==> src/verilog/hpc_defs.svh <==
// Constants for the host port pin function block.
// Included by the package and the design modules.
`ifndef HPC_DEFS_SVH
`define HPC_DEFS_SVH
`define HPC_ADDR_W        7
`define HPC_DATA_W        16
`define HPC_FIFO_ADDR_LSB 2
`define HPC_PIN_EEPROM    2'h0
`define HPC_PIN_GPO       2'h1
`define HPC_PIN_MON_A     2'h2
`define HPC_PIN_MON_B     2'h3
`define HPC_STRAP_RESET   1'h1
`endif

==> src/verilog/hpc_pkg.sv <==
// Types shared by the host port pin function block.
// Assumes hpc_defs.svh is on the include path.
`include "hpc_defs.svh"
package hpc_pkg;
  typedef enum logic [1:0] {
    HPC_FN_EEPROM = `HPC_PIN_EEPROM,
    HPC_FN_GPO    = `HPC_PIN_GPO,
    HPC_FN_MON_A  = `HPC_PIN_MON_A,
    HPC_FN_MON_B  = `HPC_PIN_MON_B
  } hpc_pin_fn_e;

  typedef struct packed {
    logic speed_100;
    logic full_duplex;
    logic autoneg_en;
  } hpc_link_cfg_s;

  typedef struct packed {
    logic       valid;
    logic       write;
    logic       fifo;
    logic [6:0] addr;
  } hpc_access_s;
endpackage

==> src/verilog/hpc_strap.sv <==
// Link default strap capture.
// Assumes the strap input is stable around reset release.
`timescale 1ns/1ps
`include "hpc_defs.svh"
module hpc_strap
  import hpc_pkg::*;
(
  // Clock and reset
  input  wire logic    clk,
  input  wire logic    srst,
  // Strap
  input  wire logic    link_default_strap,
  output hpc_link_cfg_s link_cfg
);
  logic strap;
  logic next_strap;
  logic in_reset;
  logic next_in_reset;

  always_comb
  begin
    next_in_reset = srst;
    next_strap    = strap;
    // Follow the pin during reset, freeze on release
    if (srst)
      next_strap = link_default_strap;
  end

  always_ff @(posedge clk)
  begin
    in_reset <= next_in_reset;
    strap    <= next_strap;
  end

  always_comb
  begin
    link_cfg.speed_100   = strap;
    link_cfg.full_duplex = 1'b0;
    link_cfg.autoneg_en  = strap;
  end
endmodule

==> src/verilog/hpc_pin_mux.sv <==
// Shared EEPROM pin function selection.
// Assumes monitor inputs are already in the clk domain.
`timescale 1ns/1ps
`include "hpc_defs.svh"
module hpc_pin_mux
  import hpc_pkg::*;
(
  // Clock and reset
  input  wire logic        clk,
  input  wire logic        srst,
  // Function selects
  input  hpc_pin_fn_e      io_fn,
  input  hpc_pin_fn_e      clk_fn,
  // Sources
  input  wire logic        ee_select,
  input  wire logic        ee_clock,
  input  wire logic        ee_data_out,
  input  wire logic        ee_data_oe,
  input  wire logic        gpo_three,
  input  wire logic        gpo_four,
  input  wire logic        mii_tx_en,
  input  wire logic        mii_tx_clk,
  input  wire logic        mii_rx_dv,
  input  wire logic        mii_rx_clk,
  // Pins
  output logic             eeprom_select,
  output logic             eeprom_serial_clock,
  output logic             eeprom_serial_io_out,
  output logic             eeprom_serial_io_oe
);
  logic next_sel;
  logic next_clk;
  logic next_io;
  logic next_oe;
  logic shared;

  always_comb
  begin
    shared  = (io_fn != HPC_FN_EEPROM) || (clk_fn != HPC_FN_EEPROM);
    next_sel = shared ? 1'b0 : ee_select;
    next_io  = ee_data_out;
    next_oe  = ee_data_oe;
    unique case (io_fn)
      HPC_FN_EEPROM: next_io = ee_data_out;
      HPC_FN_GPO:
      begin
        next_io = gpo_three;
        next_oe = 1'b1;
      end
      HPC_FN_MON_A:
      begin
        next_io = mii_tx_en;
        next_oe = 1'b1;
      end
      HPC_FN_MON_B:
      begin
        next_io = mii_tx_clk;
        next_oe = 1'b1;
      end
    endcase
    unique case (clk_fn)
      HPC_FN_EEPROM: next_clk = ee_clock;
      HPC_FN_GPO:    next_clk = gpo_four;
      HPC_FN_MON_A:  next_clk = mii_rx_dv;
      HPC_FN_MON_B:  next_clk = mii_rx_clk;
    endcase
  end

  always_ff @(posedge clk)
  begin
    if (srst)
    begin
      eeprom_select        <= 1'b0;
      eeprom_serial_clock  <= 1'b0;
      eeprom_serial_io_out <= 1'b0;
      eeprom_serial_io_oe  <= 1'b0;
    end
    else
    begin
      eeprom_select        <= next_sel;
      eeprom_serial_clock  <= next_clk;
      eeprom_serial_io_out <= next_io;
      eeprom_serial_io_oe  <= next_oe;
    end
  end
endmodule

==> src/verilog/hpc_host_port.sv <==
// Behaviour
// - With direct-FIFO select high, every access goes to the data FIFOs and A[7:3] are ignored.
// - The 7-bit address on lines 1..7 picks a control register or a data FIFO.
// - Chip select with the read strobe low is a read of the selected location.
// - Chip select with the write strobe low stores the data bus to the selected location, once a read has followed reset or wake.
// - Strobes without chip select start nothing.
// - A qualified write strobe brings the device out of reduced power.
// - The interrupt pin has selectable sources, push-pull or open-drain drive, and selectable polarity in push-pull.
// - Strap 0 gives 10 Mbps half duplex no negotiation, 1 gives 100 Mbps half duplex with it.
// - A detected or forced reversal swaps the transmit and receive pairs.
// - In EEPROM mode the data pin is a two-way serial line.
// - The data pin can be general output three or a TX_EN or TX_CLK monitor.
// - The clock pin can be general output four or an RX_DV or RX_CLK monitor.
// - While either pin is borrowed, the EEPROM select stays inactive.
// - General outputs three and four have no input function.
// - The strap is captured at reset release and held.
//
// Top of the host port pin function block.
// Assumes host strobes are synchronous to clk; internal targets accept access pulses.
`timescale 1ns/1ps
`include "hpc_defs.svh"
module hpc_host_port
  import hpc_pkg::*;
#(
  parameter int ADDR_W = `HPC_ADDR_W,
  parameter int DATA_W = `HPC_DATA_W
)
(
  // Clock and reset
  input  wire logic              clk,
  input  wire logic              srst,
  // Host bus
  input  wire logic              chip_select_n,
  input  wire logic              read_strobe_n,
  input  wire logic              write_strobe_n,
  input  wire logic              fifo_select,
  input  wire logic [ADDR_W:1]   host_addr,
  input  wire logic [DATA_W-1:0] host_data_in,
  output logic      [DATA_W-1:0] host_data_out,
  output logic                   host_data_oe,
  // Internal access
  output hpc_access_s            access,
  output logic      [DATA_W-1:0] write_data,
  input  wire logic [DATA_W-1:0] read_data,
  // Power
  input  wire logic              enter_low_power,
  output logic                   low_power,
  output logic                   wake_event,
  // Interrupt pin
  input  wire logic [7:0]        irq_sources,
  input  wire logic [7:0]        irq_enable,
  input  wire logic              irq_active_high,
  input  wire logic              irq_push_pull,
  output logic                   irq_out,
  output logic                   irq_oe,
  // Twisted pair
  input  wire logic              auto_reverse_detected,
  input  wire logic              auto_crossover_en,
  input  wire logic              manual_reverse,
  output logic                   pairs_swapped,
  // Link defaults
  input  wire logic              link_default_strap,
  output hpc_link_cfg_s          link_cfg,
  // Shared EEPROM pins
  input  hpc_pin_fn_e            io_fn,
  input  hpc_pin_fn_e            clk_fn,
  input  wire logic              ee_select,
  input  wire logic              ee_clock,
  input  wire logic              ee_data_out,
  input  wire logic              ee_data_oe,
  input  wire logic              eeprom_serial_io_in,
  output logic                   ee_data_in,
  input  wire logic              general_output_three,
  input  wire logic              general_output_four,
  input  wire logic              mii_tx_en,
  input  wire logic              mii_tx_clk,
  input  wire logic              mii_rx_dv,
  input  wire logic              mii_rx_clk,
  output logic                   eeprom_select,
  output logic                   eeprom_serial_clock,
  output logic                   eeprom_serial_io_out,
  output logic                   eeprom_serial_io_oe
);
  logic              rd_q;
  logic              wr_q;
  logic              unlocked;
  logic              next_unlocked;
  logic              next_low_power;
  logic              next_wake;
  logic              rd_now;
  logic              wr_now;
  hpc_access_s       next_access;
  logic [DATA_W-1:0] next_wdata;
  logic [DATA_W-1:0] next_rdata;
  logic              next_doe;
  logic              next_irq_out;
  logic              next_irq_oe;
  logic              next_swap;
  logic              irq_hit;

  // Qualified strobes
  assign rd_now = !chip_select_n && !read_strobe_n;
  assign wr_now = !chip_select_n && !write_strobe_n;

  always_comb
  begin
    next_access       = '0;
    next_wdata        = write_data;
    next_unlocked     = unlocked;
    next_low_power    = low_power;
    next_wake         = 1'b0;
    next_access.fifo  = fifo_select;
    next_access.addr  = host_addr;
    if (fifo_select)
      next_access.addr = {{(ADDR_W-`HPC_FIFO_ADDR_LSB){1'b0}},
                          host_addr[`HPC_FIFO_ADDR_LSB:1]};
    // One pulse per strobe, taken on its leading edge
    if (rd_now && !rd_q)
    begin
      next_access.valid = 1'b1;
      next_unlocked     = 1'b1;
    end
    else if (wr_now && !wr_q)
    begin
      if (low_power)
      begin
        // Waking write is not a data write, and a read must follow
        next_low_power = 1'b0;
        next_wake      = 1'b1;
        next_unlocked  = 1'b0;
      end
      else if (unlocked)
      begin
        next_access.valid = 1'b1;
        next_access.write = 1'b1;
        next_wdata        = host_data_in;
      end
    end
    // A sleep request wins over a waking write in the same cycle
    if (enter_low_power)
    begin
      next_low_power = 1'b1;
      next_unlocked  = 1'b0;
    end
    next_doe   = rd_now;
    next_rdata = rd_now ? read_data : host_data_out;
  end

  always_ff @(posedge clk)
  begin
    if (srst)
    begin
      rd_q          <= 1'b0;
      wr_q          <= 1'b0;
      unlocked      <= 1'b0;
      low_power     <= 1'b0;
      wake_event    <= 1'b0;
      access        <= '0;
      write_data    <= '0;
      host_data_out <= '0;
      host_data_oe  <= 1'b0;
    end
    else
    begin
      rd_q          <= rd_now;
      wr_q          <= wr_now;
      unlocked      <= next_unlocked;
      low_power     <= next_low_power;
      wake_event    <= next_wake;
      access        <= next_access;
      write_data    <= next_wdata;
      host_data_out <= next_rdata;
      host_data_oe  <= next_doe;
    end
  end

  // Interrupt pin and pair swap
  always_comb
  begin
    irq_hit      = |(irq_sources & irq_enable);
    next_irq_out = irq_hit ? irq_active_high : !irq_active_high;
    // Open drain drives only the active low level
    next_irq_oe  = irq_push_pull || irq_hit;
    if (!irq_push_pull)
      next_irq_out = 1'b0;
    next_swap = (auto_crossover_en && auto_reverse_detected) || manual_reverse;
  end

  always_ff @(posedge clk)
  begin
    if (srst)
    begin
      irq_out       <= 1'b0;
      irq_oe        <= 1'b0;
      pairs_swapped <= 1'b0;
    end
    else
    begin
      irq_out       <= next_irq_out;
      irq_oe        <= next_irq_oe;
      pairs_swapped <= next_swap;
    end
  end

  // EEPROM data only reaches the EEPROM engine in EEPROM mode
  assign ee_data_in = (io_fn == HPC_FN_EEPROM) ? eeprom_serial_io_in : 1'b0;

  hpc_strap u_strap (
    .clk                (clk),
    .srst               (srst),
    .link_default_strap (link_default_strap),
    .link_cfg           (link_cfg)
  );

  hpc_pin_mux u_pin_mux (
    .clk                  (clk),
    .srst                 (srst),
    .io_fn                (io_fn),
    .clk_fn               (clk_fn),
    .ee_select            (ee_select),
    .ee_clock             (ee_clock),
    .ee_data_out          (ee_data_out),
    .ee_data_oe           (ee_data_oe),
    .gpo_three            (general_output_three),
    .gpo_four             (general_output_four),
    .mii_tx_en            (mii_tx_en),
    .mii_tx_clk           (mii_tx_clk),
    .mii_rx_dv            (mii_rx_dv),
    .mii_rx_clk           (mii_rx_clk),
    .eeprom_select        (eeprom_select),
    .eeprom_serial_clock  (eeprom_serial_clock),
    .eeprom_serial_io_out (eeprom_serial_io_out),
    .eeprom_serial_io_oe  (eeprom_serial_io_oe)
  );
endmodule

==> config.mk <==
export PLATFORM = sky130hd
export DESIGN_NAME = hpc_host_port
export DESIGN_NICKNAME = d
export VERILOG_FILES = /design/src/verilog/hpc_pkg.sv /design/src/verilog/hpc_strap.sv /design/src/verilog/hpc_pin_mux.sv /design/src/verilog/hpc_host_port.sv
export VERILOG_INCLUDE_DIRS = /design/src /design/src/verilog
export SDC_FILE = /design/constraint.sdc
export NUM_CORES = 1
export LEC_CHECK = 0
export BUFFER_PORTS_ARGS = -buffer_cell sky130_fd_sc_hd__buf_2
export CORE_MARGIN = 1
export CORE_UTILIZATION = 41
export DETAILED_ROUTE_END_ITERATION = 10
export PLACE_DENSITY = 0.79
export SYNTH_ARGS = -nofsm -noshare
export SYNTH_HDL_FRONTEND = slang
export SYNTH_SLANG_ARGS = --single-unit
==> constraint.sdc <==
create_clock -name clk -period 2 [get_ports clk]
set_clock_uncertainty 0.2 [all_clocks]
set_input_delay 0.2 -clock clk [delete_from_list [all_inputs] [get_ports clk]]
set_output_delay 0.2 -clock clk [all_outputs]
set_load 0.01 [all_outputs]
-- After elaboration in Yosys (flattened, before gate mapping)
Index checks and enable logic that the tools add are counted.
- equal/unequal tests: 7
- muxes and demuxes: 16
- bitwise logic cells: 5
- reductions and logical operators: 32
- operator list (kind ; number):
    $mux 1 ; 11
    $reduce_bool 2->1 ; 5
    $and 8x8->8 ; 1
    $eq 2x2->1 const B ; 4
    $pmux 1 s4 ; 2
    $reduce_or 2->1 ; 4
    $reduce_or 8->1 ; 1
    $logic_not 1->1 ; 6
    $mux 2 ; 3
    $reduce_or 3->1 ; 2
    $logic_and 1x1->1 ; 5
    $eq 2x1->1 const B ; 2
    $logic_not 2->1 ; 2
    $not 1->1 ; 4
    $reduce_and 2->1 ; 2
    $reduce_and 4->1 ; 1
    $reduce_or 4->1 ; 1
    $logic_or 1x1->1 ; 3
    $ne 2x2->1 const B ; 1
- flip-flop bits (word level): 55
- input port bits: 83
- output and inout port bits: 56
- word-level logic and storage cells: 80

-- Longest topological paths before layout
- depth in word-level cells: 6
- gate-level depth with buffers: 5

-- Hierarchy
From an unflattened synthesis, not the netlist that was laid out.
- cell total of the unflattened synthesis: 218
- area total of the unflattened synthesis: 2110.8 um^2
- modules (own cells, without submodules) (module ; times used ; cells each ; area each (um^2)):
    hpc_host_port ; 1 ; 201 ; 1888.1
    hpc_pin_mux ; 1 ; 12 ; 166.4
    hpc_strap ; 1 ; 5 ; 56.3

-- Worst setup path before layout
No wires, ideal clock.
- kind: flip-flop to flip-flop
- start: register wr_q
- end: register write_data[10]
- library setup time: 72 ps
- data arrival time: 1462 ps
- required time: 1728 ps
- slack: 267 ps
- stages on the path, launching flop included: 6
- clock period less this slack: 1733 ps
- cells stage by stage: dfxtp_1 > or3_1 > buf_6 > nor3_4 > buf_8 > mux2i_1
- word-level cells in the longest chain between the ends: 3
- RTL lines (what ; line ; text):
    start, declared ; hpc_host_port.sv:85 ; logic wr_q;
    start signal, assigned ; hpc_host_port.sv:166 ; wr_q <= wr_now;
    $logic_not 1->1 ; hpc_host_port.sv:123 ; else if (wr_now && !wr_q)
    $logic_and 1x1->1 ; hpc_host_port.sv:123 ;
    $reduce_and 4->1 (no line) ; - ;
    end signal, assigned ; hpc_host_port.sv:171 ; write_data <= next_wdata;
    end, declared ; hpc_host_port.sv:43 ; output logic [DATA_W-1:0] write_data,
Every way passes these cells.
A chain may end at the register's enable or synchronous reset.

-- Worst setup path after layout
- start: input port write_strobe_n
- end: register write_data[2]
- word-level cells in the longest chain between the ends: 4
- RTL lines (what ; line ; text):
    start, declared ; hpc_host_port.sv:35 ; input wire logic write_strobe_n,
    $logic_not 1->1 ; hpc_host_port.sv:103 ; assign wr_now = !chip_select_n && !write_strobe_n;
    $logic_and 1x1->1 ; hpc_host_port.sv:103 ;
    $logic_and 1x1->1 ; hpc_host_port.sv:123 ;
    $reduce_and 4->1 (no line) ; - ;
Every way passes these cells.

==> results by stage <==
Clock network:
- The number of post-CTS setup repair buffers is 0.
- CTS built an H-tree with a depth of 2.
- The clock passes through at most 2 buffers.
- Clock latency on the worst-skew pair, taken at its later pin, is 0.30 ns.
- The clock net in this run drives a total of 55 sinks.
- The clock transition at the register clock pins on the worst setup and hold paths after CTS is 0.10 ns.
- TritonCTS built the clock tree.
- The cell at the root of the clock tree is sky130_fd_sc_hd__clkbuf_8.
- The number of buffers created by CTS is 5.

Floorplanning:
- The area of the die is 5410 um2.
- The die outline width is 73.5 um.
- The total I/O pin count is 139.
- The area of the core is 4820 um2.
- The die span in y is 73.5 um.
- The effective utilization at floorplan is 43.6%.
- The initialized floorplan defines 25 standard-cell rows.

Synth:
- Sequential cells were found to cover 53.0% of the synthesized design area.
- The synthesized area is 2100 um2.
- The synthesized netlist devotes 7.04% of its cell area to compound gates.
- The largest family of logic cells by synthesized area is simple AND/OR/NAND/NOR gates.
- Counting flops with a built-in enable in the synthesized netlist gives 1.
- The portion of synthesized area spent on multiplexers is 10.3%.
- The number of instances in the synthesized netlist is 216.
- After synthesis, the largest area contributor takes up 51.5% of total cell area.
- The async set-reset flop share out of synthesis is 0%.
- The xor and xnor fraction of the mapped netlist area is 0%.
- The post-synthesis area per instance is 9.71 um2.
- The synthesized netlist devotes 0% of its cell area to adder and majority cells.
- The flop and latch count out of synthesis is 55.
- The number of distinct library cells after synthesis is 30.
- By area the synthesized netlist is led by sky130_fd_sc_hd__dfxtp_1 52%, sky130_fd_sc_hd__nand2b_1 9.8%, sky130_fd_sc_hd__mux2i_1 8.1%.
- Counting every net in the synthesized netlist gives 299.
- The most used flip-flop cell after synthesis is sky130_fd_sc_hd__dfxtp_1.
- For this run, the number of Yosys warnings is 0.
- The cell type with the largest total area after synthesis is sky130_fd_sc_hd__dfxtp_1.
- The basic-gate share of the synthesized area counting and, or, nand and nor cells is 25.1%.

Cells and area:
- The largest registers in the layout are host_data_out: 16 flops, write_data: 16 flops, access: 10 flops.
- From synthesis to final layout, the design area changed by 65.3%.
- The count of filler cells inserted in the layout is 365.
- The area used by sequential logic in the layout is 1110 um2.
- The final antenna diode count is 0.
- The final cell count without fillers is 472.
- The leading cell type in the layout, fill and taps excluded is sky130_fd_sc_hd__buf_2.
- Leaving out fill and tap cells, the most frequent cells in the layout are 137 x sky130_fd_sc_hd__buf_2, 55 x sky130_fd_sc_hd__dlygate4sd3_1, 54 x sky130_fd_sc_hd__dfxtp_1.
- The count of nets after finishing is 487.
- The proportion of layout cells with a drive suffix above 1 is 38.3%.
- The multi-input combinational cell area is 898 um2.

Pwr:
- Across the VDD grid, the largest voltage drop is 0.447 mV.
- The power consumption is 0.00209 W.
- The internal power of the cells totals 0.00158 W.
- The reported leakage power is 1.62 nW.
- Per report_power, the clock group accounts for 28.5% of the total.
- The fraction of power consumed by combinational cells is 16.5%.
- The power density over cell area is 603 nW/um2.
- The power dissipated by switching net loads is 0.000508 W.
- The fraction of power spent switching nets is 24.3%.
- Sequential cells burn 55.0% of the power.

Placed design:
- The post-DP HPWL is 3610 um.
- Once placement completed, the tool counted placed cells totaling 409.
- The number of buffers inserted by port buffering is 137.
- At the end of routability-driven placement, the weighted congestion stood at 0.750.

Critical path:
- The worst setup path is launched from a primary input.
- The buffering stage count on the worst path with inverters included is 3.
- STA puts the critical path data arrival time at 1.91 ns.
- The critical path's slowest cell is sky130_fd_sc_hd__dlygate4sd3_1.
- In this run the worst path has a maximum fanout of 16.
- For this run, the slowest stage of the critical path takes 0.53 ns.
- By startpoint and endpoint, the worst setup path is classified as in -> reg.
- Traced cell by cell, the critical path runs through dlygate4sd3_1 -> buf_2 -> or3_4 -> nor3_4 -> buf_12 -> mux2i_1.
- The kind of capture point of the worst setup path is a flop.
- The cell family contributing the most delay on the critical path is buffers and inverters.
- Data on the critical path is required at its endpoint by 2.03 ns.

Min path:
- The min-delay analysis places its worst path in the category in -> reg.

Routing:
- Before antenna repair, the detailed router went through 4 iterations.
- The violation count after the first detailed-routing iteration is 134.
- The average wire per cell in the routed design is 12.8 um.
- The total via count in the routed design is 2195.
- The aggregate routed wire length is 6030 um.
- In the routed design, unresolved DRC markers number 0.
- The per-cell via count in the routed design is 4.65.
- The count of nets left with antenna violations once routing finished came out at 0.

Global route:
- Global routing finished with a remaining overflow of 0.
- The initial antenna violation count is 0.
- Global routing consumed, over all layers together, 23.1% of the routing resources.
- The largest net degree at the start of global routing is 31.
- The number of global-route vias before repair was 2190.
- The first global-routing pass estimated 9450 um of wire.

STA:
- The hold violation count in the final report is 0.
- The portion of the clock cycle consumed by the worst path in the final layout is 93.9%.
- Setup repair after global routing left no endpoint under its margin.
- The number of max-slew violations in the final report is 0.
- Counting I/O delays and the setup requirement, the final critical path takes 1.88 ns.
- The number of setup violations in the final report is 0.
- The achievable clock frequency is 533 MHz.
- Summed over all failing endpoints, the final setup total negative slack is 0 ns.

Run:
- The number of max-cap violations is 0.

Outcome:
- The flow ran to the end, and the final reports show no timing, DRC or antenna violations.
[power groups by stage]
stage	Clock [W]	Combinational, W	Sequential (W)
after floorplan	0	0.000107	0.00119
after global placement	0	0.000251	0.00117
after detailed placement	0	0.000256	0.00118
after CTS	0.000615	0.000337	0.00115
after global routing	0.000665	0.000377	0.00116
final	0.000596	0.000346	0.00115
[repair_timing]
item | 4_1_cts | 5_1_grt
endpoints found under the hold margin | 50 | 0
gates resized for setup | 0 | 1
endpoints found under the setup margin | 0 | 4
hold buffers | 55 | 0
[path summary, 6_finish.rpt]
| path | start | to | slack (ns) | cells after the start |
|---|---|---|---|---|
| worst min-delay path | srst | u_strap.strap | 0.05 | 1 |
| worst max register to register | wr_q | write_data[2] | 0.41 | 4 |
| worst min register to register | host_data_out[10] | host_data_out[10] | 0.26 | 2 |
| worst max-delay path | write_strobe_n | write_data[2] | 0.12 | 6 |
[synth_stat cells (2+ instances only)]
library cell / instances
sky130_fd_sc_hd__a21oi_1: 19
sky130_fd_sc_hd__a22oi_1: 4
sky130_fd_sc_hd__and2_1: 5
sky130_fd_sc_hd__buf_4: 3
sky130_fd_sc_hd__clkbuf_1: 10
sky130_fd_sc_hd__dfxtp_1: 54
sky130_fd_sc_hd__inv_1: 2
sky130_fd_sc_hd__mux2i_1: 17
sky130_fd_sc_hd__mux4_2: 2
sky130_fd_sc_hd__nand2_1: 32
sky130_fd_sc_hd__nand2b_1: 33
sky130_fd_sc_hd__nor2_1: 9
sky130_fd_sc_hd__nor2b_1: 5
sky130_fd_sc_hd__nor3_1: 4
sky130_fd_sc_hd__or3_1: 2
[routing by layer]
metal	vias to the layer above	wire, um	global-route usage, %
li1	1085	-	-
met1	988	2220	23.4
met2	99	3260	43.9
met3	23	353	5.35
met4	0	201	11.1
met5	-	0	0
[layout make-up]
| class | instances | share of cell area (%) |
|---|---|---|
| tap | 67 | 2.42 |
| inverter | 2 | 0.216 |
| multi-input combinational | 144 | 25.9 |
| timing repair buffer | 196 | 36.9 |
| sequential | 55 | 32.0 |
| clock inverter | 3 | 0.577 |
| clock buffer | 5 | 1.98 |
[through the flow]
step / util, % / area (um2) / hold WS (ns) / setup WS [ns]
finish: 72.0 / 3470 / 0.0490 / 0.123
global placement: 58.6 / 2820 / 0.178 / 0.293
CTS: 71.9 / 3460 / 0.0230 / 0.0356
detailed placement: 58.6 / 2820 / 0.184 / 0.230
floorplan: - / 2100 / 0.0756 / 0.267
global route: 72.0 / 3470 / 0.0405 / 0.0622
[logic make-up (layout without fill, tap and decap cells)]
family	count (synthesis)	after routing
other	1	1
and+or+nand+nor	98	98
AOI/OAI and AO/OA	26	26
muxes	19	19
DFF	55	55
buffers and inverters	17	206
Note: power is estimated with default switching activity, not from simulation.
